--- config.mk ---
export PLATFORM = sky130hd
export DESIGN_NAME = uart_flow_trigger_config
export DESIGN_NICKNAME = d
export VERILOG_FILES = /design/src/uart_flow_trigger_config.v
export VERILOG_INCLUDE_DIRS = /design/src
export SDC_FILE = /design/constraint.sdc
export NUM_CORES = 1
export LEC_CHECK = 0
export BUFFER_PORTS_ARGS = -buffer_cell sky130_fd_sc_hd__buf_4
export CAP_MARGIN = 20
export CORE_UTILIZATION = 40
export CTS_CLUSTER_SIZE = 40
export DETAILED_ROUTE_END_ITERATION = 10
export PLACE_DENSITY_LB_ADDON = 0.15
export SYNTH_ARGS = -nofsm -noshare
export SYNTH_HDL_FRONTEND = slang
export SYNTH_SLANG_ARGS = --single-unit
--- constraint.sdc ---
create_clock -name sys_clk_i -period 7.4 [get_ports sys_clk_i]
set_clock_uncertainty 0.05 [all_clocks]
set_input_delay 0.74 -clock sys_clk_i [delete_from_list [all_inputs] [get_ports sys_clk_i]]
set_output_delay 0.74 -clock sys_clk_i [all_outputs]
set_load 0.005 [all_outputs]
--- src/uart_flow_trigger_regs.vh ---
`ifndef UART_FLOW_TRIGGER_REGS_VH
`define UART_FLOW_TRIGGER_REGS_VH
// Register addresses on the 3-bit host bus
`define ADR_0         3'h0
`define ADR_1         3'h1
`define ADR_2         3'h2
`define ADR_3         3'h3
`define ADR_4         3'h4
`define ADR_6         3'h6
`define ADR_7         3'h7
// Line-control value that opens the enhanced bank
`define LCR_KEY       8'hBF
`define LCR_DLAB      7
// Enhanced feature control bits
`define EFC_SWF_HI    3
`define EFC_ENH       4
`define EFC_SPC       5
`define EFC_RTS       6
`define EFC_CTS       7
// Interrupt enable bits
`define IEN_TXH       1
`define IEN_SLEEP     4
// Modem control bits
`define MOD_RTS       1
`define MOD_RDY       2
`define MOD_LOOP      4
`define MOD_ALT       6
`define FCTL_EN       0
// Bits writable only under the enhanced gate
`define IEN_GATED     8'hF0
`define FCTL_GATED    8'h30
`define MOD_GATED     8'hE0
`define RST_BYTE      8'h00
`define RST_BIT       1'b0
`define RST_HIGH      1'b1
`define FIFO_DEPTH    7'h40
`define SYNC_IDLE     17'h1FFFF
// Register selector codes
`define SEL_NONE      4'h0
`define SEL_DIV_LO    4'h1
`define SEL_DIV_HI    4'h2
`define SEL_XMIT      4'h3
`define SEL_IEN       4'h4
`define SEL_EFC       4'h5
`define SEL_IDENT     4'h6
`define SEL_FIFO_CTL  4'h7
`define SEL_LINE      4'h8
`define SEL_MODEM     4'h9
`define SEL_THRESH    4'hA
`define SEL_TRIG      4'hB
`define SEL_STOP2     4'hC
`define SEL_READY     4'hD
`endif

--- src/uart_flow_trigger_config.v ---
// Contract
// Low nibble selects software flow control mode
// Enhanced gate blocks writes to upper control bits
// Special character match sets identification bit four
// Auto RTS halts/resumes on threshold nibbles
// Auto CTS high stops the transmitter
// Two divisor bytes form sixteen-bit divisor
// Divisor writes refused while sleep enabled
// Threshold nibbles encode levels in steps four
// Threshold writes need enhanced gate and alternate
// Host keeps halt above resume, set first
// Trigger nibbles: transmit spaces, receive characters
// Trigger writes need enhanced gate and alternate
// Zero trigger nibble falls back to control
// Ready bits 0,1 report transmit spaces
// Ready bits 4,5 report receive data/timeout
// Shared read-only ready register at seven
// Re-enabling transmit interrupt raises nothing new
// Modem bit six opens threshold/trigger registers
// Modem bit two presents the ready register
// Interrupt-enable bit four selects sleep mode
// Effective trigger from nibble or fallback input
`timescale 1ns/100ps
`include "uart_flow_trigger_regs.vh"
module uart_flow_trigger_config (
  input  wire        sys_clk_i,
  input  wire        rstn_i,
  input  wire [1:0]  chan_sel_n_i,
  input  wire        rd_n_i,
  input  wire        wr_n_i,
  input  wire [2:0]  addr_i,
  input  wire [7:0]  data_i,
  output wire [7:0]  data_o,
  output wire        data_oe_n_o,
  input  wire [1:0]  cts_n_i,
  input  wire [13:0] rx_level_i,
  input  wire [13:0] tx_level_i,
  input  wire [13:0] fallback_rx_trig_i,
  input  wire [13:0] fallback_tx_trig_i,
  input  wire [1:0]  rx_timeout_i,
  input  wire [1:0]  rx_char_valid_i,
  input  wire [15:0] rx_char_i,
  output wire [1:0]  rts_n_o,
  output wire [1:0]  tx_halt_o,
  output wire [1:0]  special_char_o,
  output wire [1:0]  tx_hold_irq_o,
  output wire [7:0]  sw_flow_mode_o,
  output wire [31:0] divisor_o,
  output wire [15:0] interrupt_enable_o,
  output wire [15:0] modem_control_o,
  output wire [15:0] fifo_control_o
);

  // Pins are asynchronous to sys_clk_i: two flops before use
  reg  [16:0] pin_s1_r;
  reg  [16:0] pin_s2_r;
  reg         rd_n_d_r;
  reg         wr_n_d_r;
  reg  [7:0]  data_r;
  reg         oe_n_r;
  wire [1:0]  cs_s;
  wire        rd_s;
  wire        wr_s;
  wire [2:0]  a_s;
  wire [7:0]  d_s;
  wire [1:0]  cts_s;
  wire        rd_ev;
  wire        wr_ev;
  wire [1:0]  tx_rdy_w;
  wire [1:0]  rx_rdy_w;
  wire [7:0]  ready_byte;
  wire [15:0] rd_all;

  assign cs_s  = pin_s2_r[1:0];
  assign rd_s  = pin_s2_r[2];
  assign wr_s  = pin_s2_r[3];
  assign a_s   = pin_s2_r[6:4];
  assign d_s   = pin_s2_r[14:7];
  assign cts_s = pin_s2_r[16:15];
  assign rd_ev = rd_n_d_r & ~rd_s;
  // Write takes effect on the trailing edge, when data is known settled
  assign wr_ev = ~wr_n_d_r & wr_s;
  assign ready_byte = {2'b00, rx_rdy_w, 2'b00, tx_rdy_w};

  function [3:0] reg_sel;
    input [2:0] a;
    input [7:0] lcr;
    input [7:0] modem;
    input [7:0] efc;
    input       is_rd;
    reg         key;
    reg         alt;
    begin
      key = (lcr == `LCR_KEY);
      alt = efc[`EFC_ENH] & modem[`MOD_ALT];
      case (a)
        `ADR_0: reg_sel = lcr[`LCR_DLAB] ? `SEL_DIV_LO : `SEL_XMIT;
        `ADR_1: reg_sel = lcr[`LCR_DLAB] ? `SEL_DIV_HI : `SEL_IEN;
        `ADR_2: reg_sel = key ? `SEL_EFC : (is_rd ? `SEL_IDENT : `SEL_FIFO_CTL);
        `ADR_3: reg_sel = `SEL_LINE;
        `ADR_4: reg_sel = key ? `SEL_NONE : `SEL_MODEM;
        `ADR_6: reg_sel = (!key && alt) ? `SEL_THRESH : `SEL_NONE;
        `ADR_7:
        begin
          if (key)
            reg_sel = `SEL_STOP2;
          else if (is_rd && modem[`MOD_RDY] && !modem[`MOD_LOOP])
            reg_sel = `SEL_READY;
          else if (alt)
            reg_sel = `SEL_TRIG;
          else
            reg_sel = `SEL_NONE;
        end
        default: reg_sel = `SEL_NONE;
      endcase
    end
  endfunction

  // Gated bits keep their old value unless the enhanced gate is open
  function [7:0] gated_wr;
    input [7:0] old_v;
    input [7:0] new_v;
    input [7:0] mask;
    input       en;
    begin
      gated_wr = en ? new_v : ((new_v & ~mask) | (old_v & mask));
    end
  endfunction

  function [6:0] eff_trig;
    input [3:0] nib;
    input [6:0] fallback;
    begin
      eff_trig = (nib != 4'h0) ? {1'b0, nib, 2'b00} : fallback;
    end
  endfunction

  always @(posedge sys_clk_i or negedge rstn_i)
  begin
    if (!rstn_i)
    begin
      pin_s1_r <= `SYNC_IDLE;
      pin_s2_r <= `SYNC_IDLE;
      rd_n_d_r <= `RST_HIGH;
      wr_n_d_r <= `RST_HIGH;
    end
    else
    begin
      pin_s1_r <= {cts_n_i, data_i, addr_i, wr_n_i, rd_n_i, chan_sel_n_i};
      pin_s2_r <= pin_s1_r;
      rd_n_d_r <= rd_s;
      wr_n_d_r <= wr_s;
    end
  end

  // Read data is latched at the leading edge of the strobe and held
  always @(posedge sys_clk_i or negedge rstn_i)
  begin
    if (!rstn_i)
    begin
      data_r <= `RST_BYTE;
      oe_n_r <= `RST_HIGH;
    end
    else if (rd_ev && (cs_s != 2'b11))
    begin
      data_r <= cs_s[0] ? rd_all[15:8] : rd_all[7:0];
      oe_n_r <= `RST_BIT;
    end
    else if (rd_s || (cs_s == 2'b11))
      oe_n_r <= `RST_HIGH;
  end

  assign data_o      = data_r;
  assign data_oe_n_o = oe_n_r;

  genvar g;
  generate
    for (g = 0; g < 2; g = g + 1)
    begin : chan
      reg  [7:0] efc_r;
      reg  [7:0] div_lo_r;
      reg  [7:0] div_hi_r;
      reg  [7:0] ien_r;
      reg  [7:0] fctl_r;
      reg  [7:0] line_r;
      reg  [7:0] modem_r;
      reg  [7:0] thresh_r;
      reg  [7:0] trig_r;
      reg  [7:0] stop2_r;
      reg        spc_r;
      reg        txh_pend_r;
      reg        txh_irq_r;
      reg        rts_n_r;
      reg        halt_r;
      reg        tx_rdy_r;
      reg        rx_rdy_r;
      reg  [7:0] rd_mux;
      wire [3:0] sel_wr;
      wire [3:0] sel_rd;
      wire       wr;
      wire       rd;
      wire [6:0] tx_trig;
      wire [6:0] rx_trig;
      wire [6:0] rx_lvl;
      wire [6:0] tx_space;
      wire       tx_rdy_nxt;
      wire       rx_rdy_nxt;
      wire       spc_hit;

      assign sel_wr   = reg_sel(a_s, line_r, modem_r, efc_r, 1'b0);
      assign sel_rd   = reg_sel(a_s, line_r, modem_r, efc_r, 1'b1);
      assign wr       = wr_ev & ~cs_s[g];
      assign rd       = rd_ev & ~cs_s[g];
      assign tx_trig  = eff_trig(trig_r[3:0], fallback_tx_trig_i[7*g +: 7]);
      assign rx_trig  = eff_trig(trig_r[7:4], fallback_rx_trig_i[7*g +: 7]);
      assign rx_lvl   = rx_level_i[7*g +: 7];
      assign tx_space = `FIFO_DEPTH - tx_level_i[7*g +: 7];
      assign tx_rdy_nxt = (tx_space >= tx_trig);
      assign rx_rdy_nxt = (rx_lvl > rx_trig) | rx_timeout_i[g];
      assign spc_hit  = efc_r[`EFC_SPC] & rx_char_valid_i[g] & (rx_char_i[8*g +: 8] == stop2_r);

      always @(posedge sys_clk_i or negedge rstn_i)
      begin
        if (!rstn_i)
        begin
          efc_r    <= `RST_BYTE;
          div_lo_r <= `RST_BYTE;
          div_hi_r <= `RST_BYTE;
          ien_r    <= `RST_BYTE;
          fctl_r   <= `RST_BYTE;
          line_r   <= `RST_BYTE;
          modem_r  <= `RST_BYTE;
          thresh_r <= `RST_BYTE;
          trig_r   <= `RST_BYTE;
          stop2_r  <= `RST_BYTE;
        end
        else if (wr)
        begin
          case (sel_wr)
            `SEL_DIV_LO: if (!ien_r[`IEN_SLEEP]) div_lo_r <= d_s;
            `SEL_DIV_HI: if (!ien_r[`IEN_SLEEP]) div_hi_r <= d_s;
            `SEL_IEN:      ien_r <= gated_wr(ien_r, d_s, `IEN_GATED, efc_r[`EFC_ENH]);
            `SEL_FIFO_CTL: fctl_r <= gated_wr(fctl_r, d_s, `FCTL_GATED, efc_r[`EFC_ENH]);
            `SEL_MODEM:    modem_r <= gated_wr(modem_r, d_s, `MOD_GATED, efc_r[`EFC_ENH]);
            `SEL_EFC:    efc_r <= d_s;
            `SEL_LINE:   line_r <= d_s;
            `SEL_THRESH: thresh_r <= d_s;
            `SEL_TRIG:   trig_r <= d_s;
            `SEL_STOP2:  stop2_r <= d_s;
            default: ;
          endcase
        end
      end

      // Hardware-set flags: a set in the clearing cycle wins
      always @(posedge sys_clk_i or negedge rstn_i)
      begin
        if (!rstn_i)
        begin
          spc_r      <= `RST_BIT;
          txh_pend_r <= `RST_BIT;
          txh_irq_r  <= `RST_BIT;
          rts_n_r    <= `RST_HIGH;
          halt_r     <= `RST_BIT;
          // Starts high like an empty FIFO, so reset leaves no false rising edge
          tx_rdy_r   <= `RST_HIGH;
          rx_rdy_r   <= `RST_BIT;
        end
        else
        begin
          spc_r <= spc_hit | (spc_r & ~(rd && (sel_rd == `SEL_IDENT)));
          // Pending is raised only by the space level crossing, never by the enable write
          txh_pend_r <= (tx_rdy_nxt & ~tx_rdy_r) |
                        (txh_pend_r & ~(wr && (sel_wr == `SEL_XMIT)));
          txh_irq_r  <= ien_r[`IEN_TXH] & txh_pend_r;
          tx_rdy_r   <= tx_rdy_nxt;
          rx_rdy_r   <= rx_rdy_nxt;
          halt_r     <= efc_r[`EFC_CTS] & cts_s[g];
          // No ordering check on the nibbles: host must keep halt above resume
          if (efc_r[`EFC_RTS])
          begin
            if (rx_lvl >= {1'b0, thresh_r[3:0], 2'b00})
              rts_n_r <= `RST_HIGH;
            else if (rx_lvl <= {1'b0, thresh_r[7:4], 2'b00})
              rts_n_r <= `RST_BIT;
          end
          else
            rts_n_r <= ~modem_r[`MOD_RTS];
        end
      end

      always @*
      begin
        case (sel_rd)
          `SEL_DIV_LO: rd_mux = div_lo_r;
          `SEL_DIV_HI: rd_mux = div_hi_r;
          `SEL_IEN:    rd_mux = ien_r;
          `SEL_IDENT:  rd_mux = {fctl_r[`FCTL_EN], fctl_r[`FCTL_EN], 1'b0, spc_r, 3'b000, ~spc_r};
          `SEL_EFC:    rd_mux = efc_r;
          `SEL_LINE:   rd_mux = line_r;
          `SEL_MODEM:  rd_mux = modem_r;
          `SEL_THRESH: rd_mux = thresh_r;
          `SEL_TRIG:   rd_mux = trig_r;
          `SEL_STOP2:  rd_mux = stop2_r;
          `SEL_READY:  rd_mux = ready_byte;
          default:     rd_mux = `RST_BYTE;
        endcase
      end

      assign rd_all[8*g +: 8]              = rd_mux;
      assign tx_rdy_w[g]                   = tx_rdy_r;
      assign rx_rdy_w[g]                   = rx_rdy_r;
      assign rts_n_o[g]                    = rts_n_r;
      assign tx_halt_o[g]                  = halt_r;
      assign special_char_o[g]             = spc_r;
      assign tx_hold_irq_o[g]              = txh_irq_r;
      assign sw_flow_mode_o[4*g +: 4]      = efc_r[`EFC_SWF_HI:0];
      assign divisor_o[16*g +: 16]         = {div_hi_r, div_lo_r};
      assign interrupt_enable_o[8*g +: 8]  = ien_r;
      assign modem_control_o[8*g +: 8]     = modem_r;
      assign fifo_control_o[8*g +: 8]      = fctl_r;
    end
  endgenerate

endmodule // uart_flow_trigger_config

# Word level (Yosys, flattened, before mapping)

Index checks and enable logic that the tools add are counted.

Output and inout bits: 105
Logic and storage cells: 243
Bits in registers: 219

Bitwise gates (word level): 50
Equal/unequal tests: 58
Reduce and logical (&&, ||, !) cells: 40
Order comparisons: 8
Add/subtract/negate cells: 2
Muxes and demuxes: 45

Operators by type and width:

| operator            | count |
|---|---|
| $pmux 8 s11         | 2 |
| $pmux 4 s7          | 4 |
| $eq 4x4->1 const B  | 22 |
| $mux 8              | 7 |
| $eq 4x3->1 const B  | 12 |
| $mux 4              | 12 |
| $reduce_and 2->1    | 16 |
| $mux 7              | 4 |
| $eq 4x2->1 const B  | 6 |
| $and 1x1->1         | 22 |
| $eq 4x1->1 const B  | 4 |
| $eq 8x8->1          | 2 |
| $eq 8x8->1 const B  | 2 |
| $not 1->1           | 16 |
| $or 4x8->8          | 2 |
| $or 5x8->8          | 2 |
| $or 8x6->8          | 2 |
| $reduce_bool 4->1   | 4 |
| $ge 7x6->1          | 2 |
| $ge 7x7->1          | 2 |
| $gt 7x7->1          | 2 |
| $le 7x6->1          | 2 |
| $sub 7x7->7 const A | 2 |
| $mux 2              | 6 |
| other kinds (15)    | 46 |

# Longest topological paths before layout

Gate-level depths: netlist (run 1).

Depth in word-level cells: 10
Gate-level depth with buffers: 9
Gate-level depth less buffers: 9

# Worst setup path before layout (run 1)

No wires, ideal clock.

Kind: flip-flop to flip-flop
Start: reg pin_s2_r[5]
End: reg chan[1].fctl_r[5]
Slack: 4.940 ns
Stages on the path, launching flop included: 10
Library setup time: 0.127 ns
Data arrival time: 2.283 ns
Path through: dfstp_2 buf_6 buf_6 nand2_1 o311ai_1 nand2_1 or3_1 buf_2 or2_4 mux2_1

Word-level cells in the longest chain between the ends: 4

RTL lines:

| element                            | line                           | text |
|---|---|---|
| start, declared                    | uart_flow_trigger_config.v:56  | `reg [16:0] pin_s2_r;` |
| start signal, assigned             | uart_flow_trigger_config.v:143 | `` pin_s2_r <= `SYNC_IDLE; `` |
| start signal, assigned             | uart_flow_trigger_config.v:150 | `pin_s2_r <= pin_s1_r;` |
| $eq 3x3->1 (tied with other cells) | uart_flow_trigger_config.v:96  | `case (a)` |
| $pmux 4 s7 *                       | uart_flow_trigger_config.v:96  |  |
| $eq 4x3->1 *                       | -                              |  |
| $reduce_and 2->1 (no line) *       | -                              |  |
| end signal, assigned               | uart_flow_trigger_config.v:230 | `` fctl_r <= `RST_BYTE; `` |
| end signal, assigned               | uart_flow_trigger_config.v:243 | `` `SEL_FIFO_CTL: fctl_r <= gated_wr(fctl_r, d_s, `FCTL_GATED, efc_r[`EFC_ENH]); `` |
| end, declared                      | uart_flow_trigger_config.v:184 | `reg [7:0] fctl_r;` |

Every way passes the cells marked *; elsewhere a longest branch is shown, timed or not.
A chain may end at the register's enable or synchronous reset.

# Final worst setup path (run 1)

Start: reg pin_s2_r[6]
End: reg chan[1].div_hi_r[4]

Word-level cells in the longest chain between the ends: 4

RTL lines:

| element                            | line                           | text |
|---|---|---|
| $eq 3x3->1 (tied with other cells) | uart_flow_trigger_config.v:96  |  |
| $pmux 4 s7 *                       | uart_flow_trigger_config.v:96  |  |
| $eq 4x2->1 *                       | uart_flow_trigger_config.v:239 | `case (sel_wr)` |
| $reduce_and 3->1 (no line) *       | -                              |  |
| end signal, assigned               | uart_flow_trigger_config.v:228 | `` div_hi_r <= `RST_BYTE; `` |
| end signal, assigned               | uart_flow_trigger_config.v:241 | `` `SEL_DIV_HI: if (!ien_r[`IEN_SLEEP]) div_hi_r <= d_s; `` |
| end, declared                      | uart_flow_trigger_config.v:182 | `reg [7:0] div_hi_r;` |

Marked as above.

==> results of run 1 <==
## worst max-delay path by stage
stage,start,end,slack [ns],depth (start not counted)
6_report,pin_s2_r[6],chan[1].div_hi_r[4],3.94,5
2_1_floorplan,pin_s2_r[5],chan[1].fctl_r[5],4.94,9
3_5_place_dp,pin_s2_r[6],chan[1].div_hi_r[4],4.06,5
3_3_place_gp,pin_s2_r[6],chan[1].div_hi_r[5],4.12,5
5_1_grt,pin_s2_r[6],chan[1].div_hi_r[4],3.85,5
4_1_cts,pin_s2_r[6],chan[1].div_hi_r[4],4.02,5
## critical path, delay by kind of cell, from the launching register on
family,cells,cell delay [ns]
muxes,1,0.41
DFF,1,0.93
buffers and inverters,1,0.32
and+or+nand+nor,3,1.63
## through the flow
stage | utilization [%] | area [um2] | setup slack, ns
floorplan | - | 11600 | 4.94
global placement | 46.3 | 13300 | 4.12
detailed placement | 46.3 | 13300 | 4.06
CTS | 49.1 | 14100 | 4.02
global route | 49.1 | 14100 | 3.85
finish | 49.1 | 14100 | 3.94
## routing by layer
layer / wire length [um] / GRT usage (%) / vias to the layer above
met3: 2280 / 4.47 / 56
li1: - / - / 3979
met1: 17000 / 34.8 / 4322
met5: 0 / 0 / -
met4: 746 / 6.10 / 0
met2: 15300 / 34.8 / 316
## power by group
part / internal, mW / switching, mW / total [mW]
clock: 0.723 / 0.495 / 1.22
combinational: 0.314 / 0.238 / 0.553
sequential: 1.34 / 0.193 / 1.53
## cells in the final DEF, fill, tap and decap left out, types with 29 or more instances in the layout
master   instances
a21oi_1         39
buf_4          201
dfrtp_1        178
dfstp_2         41
ha_1            46
inv_1           30
mux2_2         124
mux2_4          32
nand2_1         50
o21ai_0         29
## logic make-up (layout without fill, tap and decap cells)
| logic type | after synthesis | count (layout) | share of synthesized area (%) |
|---|---|---|---|
| flops | 219 | 219 | 47.6 |
| mux | 173 | 173 | 17.6 |
| fa+ha+maj | 46 | 46 | 4.95 |
| buf+inv | 101 | 279 | 4.28 |
| simple gates | 211 | 211 | 10.4 |
| compound gates | 210 | 210 | 13.2 |
| xor+xnor | 26 | 26 | 1.96 |
## final cells by class
cell class | instances | area (um2)
fillers | 2669 | 14600
multi-input cells | 666 | 5600
flip-flops and latches | 219 | 5530
repair buffers | 203 | 1530
clock buffers | 35 | 693
well taps | 384 | 480
inverters | 31 | 116
clock inverters | 10 | 113
==> flow_summary.json, run 1 <==
{
  "outcome": "finished, final reports clean",
  "total_leakage_power_nw": 6.48,
  "crit_path_max_fanout": 33,
  "vias_per_cell": 5.60,
  "ios": 200,
  "cts_made_buffers": 25,
  "nets": 1287,
  "grt_pass1_vias": 8694,
  "clk_path_buf_depth": 3,
  "cts_sinks": 219,
  "p_per_area_mw_per_mm2": 235,
  "setup_tns_ns": 0,
  "synth_commonest_cells": "178 x dfrtp_1, 124 x mux2_2, 50 x nand2_1, 46 x ha_1, 41 x dfstp_2",
  "crit_chain": "inv_1, nor4_2, nor2_1, or4_1, mux2_4",
  "drc": 0,
  "crit_arrival_ns": 3.82,
  "worst_ep_required_time_ns": 7.76,
  "clock_latency_ns": 0.53,
  "wl_per_cell_um": 22.8,
  "critPathCaptureType": "flip-flop",
  "core_area_mm2": 0.0286,
  "post_cts_resized": 0,
  "grt_overflow": 0,
  "cts_tree": "yes",
  "syn-num-nets": 1127,
  "chipHeight_um": 173,
  "fmax_ghz": 0.289,
  "drive_gt1_share_pct": 40.1,
  "fin_crit_sh_pct": 46.8,
  "vias": 8673,
  "cts_hold_buf": 0,
  "ys_types": 81,
  "yosys.area.top_type": "dfrtp_1",
  "grt_first_pass_wirelength_um": 54000,
  "regToRegSetupSlack_ns": 3.94,
  "n_antenna_cell": 0,
  "root_buffer": "clkbuf_16",
  "setup_viol": 0,
  "hold_ws_ns": 0.130,
  "finalHoldViolCount": 0,
  "htree_levels": 1,
  "dp_hpwl_um": 25300,
  "ant_nets": 0,
  "rsz0062_at_grt": "false",
  "grt_use_total_pct": 23.4,
  "tightestPinTransition_ns": 0.998,
  "maxCapViolations": 0,
  "die_area_mm2": 0.0298,
  "crit_type": "flip-flop to flip-flop",
  "min_period_ns": 3.46,
  "port_buffers": 199,
  "reg2reg_depth": 5,
  "antenna_found_initial": 0,
  "max_stage_delay_ns": 0.93,
  "ir_worst_vdd_mv": 0.176,
  "synth.ff_latch_count": 219,
  "grt_max_degree": 79,
  "startpoint_type": "flip-flop",
  "reg2reg_from": "pin_s2_r[6]",
  "drv_slew": 0,
  "first_iter_violations": 608,
  "final_cells": 1548,
  "synth_top_area_share_pct": 38.3,
  "die_x_um": 173,
  "drt_wl_total_um": 35300,
  "hp-class": "input port to async pin",
  "synth_cells": 986,
  "place_inst": 1502,
  "num_rows": 62,
  "postCtsSetupBuffers": 0,
  "synth_warnings": 0,
  "avgSynthCellArea_um2": 11.8,
  "r2r-end": "chan[1].div_hi_r[4]",
  "areaGrowthSynthToFinish_pct": 20.9,
  "relSlewSlack_pct": 32.9,
  "first_pass_iters": 5,
  "clk_pin_slew_ns": 0.06,
  "synth_most_common_cell": "dfrtp_1",
  "yosysSeqAreaShare_pct": 47.6,
  "ys.flop_type": "dfrtp_1",
  "place_congestion": 0.932,
  "start_util_pct": 40.6,
  "synth_area_leaders": "dfrtp_1 38%, mux2_2 12%, dfstp_2 9.3%",
  "top_regs": "pin_s1_r (17), pin_s2_r (17)",
  "synth_edf_count": 0,
  "critPathSlowestCell": "dfstp_2",
  "async_flop_share_pct": 100,
  "syn-cell-area_mm2": 0.0116,
  "total_power_mw": 3.31
}
Note: power is estimated with default switching activity, not from simulation.
==> run 2: changes to the inputs <==
ABC_AREA = 1   (was unset)
clock period = 3.1 ns   (was 7.4 ns; I/O delays follow)
==> run 2 against run 1 <==
Sequential power grew 120%. Sequential cell count stayed put. Register-to-register slack got worse by 3.4 ns. Setup slack worse by 3.4 ns. Via count is 11% higher. Global-route usage up 1.0 points. Wire length decreased by 2.2%. Combinational power is 120% higher. Synthesized cell count up 31%.
==> flow_summary.json, run 2 <==
{
  "outcome": "finished, final reports clean",
  "cts_tree": "yes",
  "synth_most_common_cell": "nand2_1",
  "drc": 0,
  "grt_first_pass_wirelength_um": 52900,
  "ant_nets": 0,
  "drt_wl_total_um": 34500,
  "root_buffer": "clkbuf_16",
  "total_leakage_power_nw": 6.81,
  "postCtsSetupBuffers": 0,
  "finalHoldViolCount": 0,
  "crit_chain": "nand2_1, nor2_1, nand2_1, nand2_1, nand2_1, nor2_1, nand2_1, nor2_2, nand3_2, nand2_1, o21ai_1",
  "ir_worst_vdd_mv": 0.325,
  "vias_per_cell": 5.09,
  "dp_hpwl_um": 25500,
  "synth-simple-area-share_pct": 22.0,
  "fill_cells": 2620,
  "min_period_ns": 2.60,
  "p_per_area_mw_per_mm2": 533,
  "drv_slew": 0,
  "place_congestion": 0.949,
  "switchingPower_mw": 2.08,
  "synth-xor-area-share_pct": 1.50,
  "crit_start": "chan[0].line_r[0]",
  "first_iter_violations": 700,
  "route.met3.wl_um": 2370,
  "syn-num-nets": 1432,
  "max_stage_delay_ns": 0.36,
  "grt_pass1_vias": 9217,
  "drive_gt1_share_pct": 22.5,
  "cts_sinks": 219,
  "met1_length_um": 16100,
  "top_layer": "met4",
  "setup_viol": 0,
  "final_cell_mix": "357 x nand2_1, 216 x buf_4, 178 x dfrtp_1",
  "post_cts_resized": 0,
  "yosysSeqAreaShare_pct": 49.9,
  "grt_overflow": 0,
  "ys.flop_type": "dfrtp_1",
  "clock_latency_ns": 0.53,
  "nets": 1648,
  "synth_warnings": 0,
  "synth_compound_area_share_pct": 14.2,
  "num_rows": 60,
  "wl_per_cell_um": 18.2,
  "utilization_pct": 51.4,
  "reg2reg_depth": 11,
  "intPower_mw": 5.34,
  "clk_pin_slew_ns": 0.07,
  "synth_top_area_share_pct": 40.2,
  "avgSynthCellArea_um2": 8.58,
  "worst_ep_required_time_ns": 3.43,
  "port_buffers": 199,
  "wl_met2_um": 15200,
  "fmax_ghz": 0.385,
  "maxCapViolations": 0,
  "top_regs": "pin_s1_r (17), pin_s2_r (17)",
  "antenna_found_initial": 0,
  "fin_crit_sh_pct": 83.8,
  "cp-endpoint": "chan[0].div_lo_r[0]",
  "startpoint_type": "flip-flop",
  "finalWorstSetupSlack_ns": 0.501,
  "core_area_mm2": 0.0271,
  "vias": 9651,
  "die_area_mm2": 0.0284,
  "final_common_cell": "nand2_1",
  "yosys.area.top_type": "dfrtp_1",
  "critPathCaptureType": "flip-flop",
  "synth.ff_latch_count": 219,
  "synth_top_family_by_area": "simple AND/OR/NAND/NOR gates",
  "synth_area_leaders": "dfrtp_1 40%, nand2_1 12%, dfstp_2 9.7%",
  "clkPwrFrac_pct": 37.1,
  "die_x_um": 168,
  "ios": 200,
  "sequentialPowerShare_pct": 46.2,
  "hold_ws_ns": 0.102,
  "syn-cell-area_mm2": 0.0111,
  "first_pass_iters": 5,
  "synth_edf_count": 0,
  "start_util_pct": 40.9,
  "ys_types": 50,
  "cts_made_buffers": 24,
  "crit_path_max_fanout": 16,
  "setup_tns_ns": 0,
  "cp_common_cell": "nand2_1",
  "grt_max_degree": 91,
  "hp-class": "input port to flip-flop",
  "async_flop_share_pct": 100,
  "n_antenna_cell": 0,
  "grt_use_total_pct": 24.5,
  "muxShareOfSynthArea_pct": 0,
  "rsz0062_at_grt": "false",
  "place_ws_ns": 0.544,
  "clk_path_buf_depth": 3,
  "r2r-end": "chan[0].div_lo_r[0]",
  "synth_cells": 1291,
  "relSlewSlack_pct": 28.8,
  "critPathSlowestCell": "dfrtp_1",
  "crit_arrival_ns": 2.92,
  "chipHeight_um": 168,
  "yosys.area_share.adder_pct": 5.19,
  "htree_levels": 1,
  "synth_commonest_cells": "357 x nand2_1, 178 x dfrtp_1, 154 x o21ai_0, 132 x inv_1, 53 x nand3_1",
  "switching_share_pct": 28.0,
  "total_power_mw": 7.42,
  "regToRegSetupSlack_ns": 0.50,
  "pwr-share-comb_pct": 16.7,
  "reg2reg_from": "chan[0].line_r[0]",
  "areaGrowthSynthToFinish_pct": 25.6,
  "crit_type": "flip-flop to flip-flop",
  "tightestPinTransition_ns": 1.07
}
## run 2: cell count changes after synthesis, sizes merged, moves of 17 or more
cell	delta
o21ai	+152
nand4	+17
nor2	+33
nand3	+31
inv	+107
mux2	-159
nand2	+307
## run 2: cell type report
class / instances / area, um2 / share of cell area (%)
clock inverters: 4 / 35.0 / 0.252
repair buffers: 240 / 1890 / 13.6
clock buffers: 40 / 722 / 5.19
well taps: 372 / 465 / 3.34
inverters: 139 / 522 / 3.75
flip-flops and latches: 219 / 5530 / 39.7
multi-input cells: 883 / 4760 / 34.2
## run 2: how the worst min path moves through the flow
stage / startpoint / end / slack (ns) / cells past startpoint
after global placement: pin_s1_r[14] / pin_s2_r[14] / 0.30 / 0
after CTS: rx_level_i[6] / chan[0].rts_n_r / 0.09 / 3
after global routing: rx_level_i[13] / chan[1].rts_n_r / 0.14 / 3
final: rx_level_i[13] / chan[1].rts_n_r / 0.10 / 3
after detailed placement: pin_s1_r[13] / pin_s2_r[13] / 0.30 / 0
after floorplan: rstn_i / chan[0].div_hi_r[0] / -0.04 / 0
## run 2: metal layers
metal | GRT usage, % | vias up
met1 | 35.7 | 4574
met5 | 0 | -
met4 | 6.92 | 0
met2 | 37.7 | 335
li1 | - | 4685
met3 | 3.76 | 57
## run 2: repair_timing
action | 4_1_cts | 5_1_grt
setup endpoints to repair | 0 | 0
endpoints found under the hold margin | 91 | 0
hold buffers | 21 | 0
## run 2: worst max-delay path, delay by kind of cell, from the launching register on
family / cells / cell delay [ns]
AND/OR/NAND/NOR: 10 / 1.95
AO/OA/AOI/OAI: 1 / 0.07
flip-flops: 1 / 0.36
## run 2: power groups by stage
stage               Combinational, mW  Clock, mW  Sequential (mW)
global route                     1.40       2.91             3.46
global placement                 1.20          0             3.47
detailed placement               1.23          0             3.48
finish                           1.24       2.75             3.43
CTS                              1.25       2.81             3.43
floorplan                       0.594          0             3.38
## run 2: cell families (layout without fill, tap and decap cells)
logic type                 after synthesis  after routing
buffers and inverters                  189            423
xor gates and xnor gates                19             19
and+or+nand+nor                        549            549
DFF                                    219            219
AOI/OAI and AO/OA                      269            269
adders and majority gates               46             46
## run 2: through the flow
step,cell area (um2),instances
6_report,13900,1897
5_1_grt,13900,1897
4_1_cts,13900,1897
3_5_place_dp,13000,1832
3_3_place_gp,13000,1832
2_1_floorplan,11100,1291
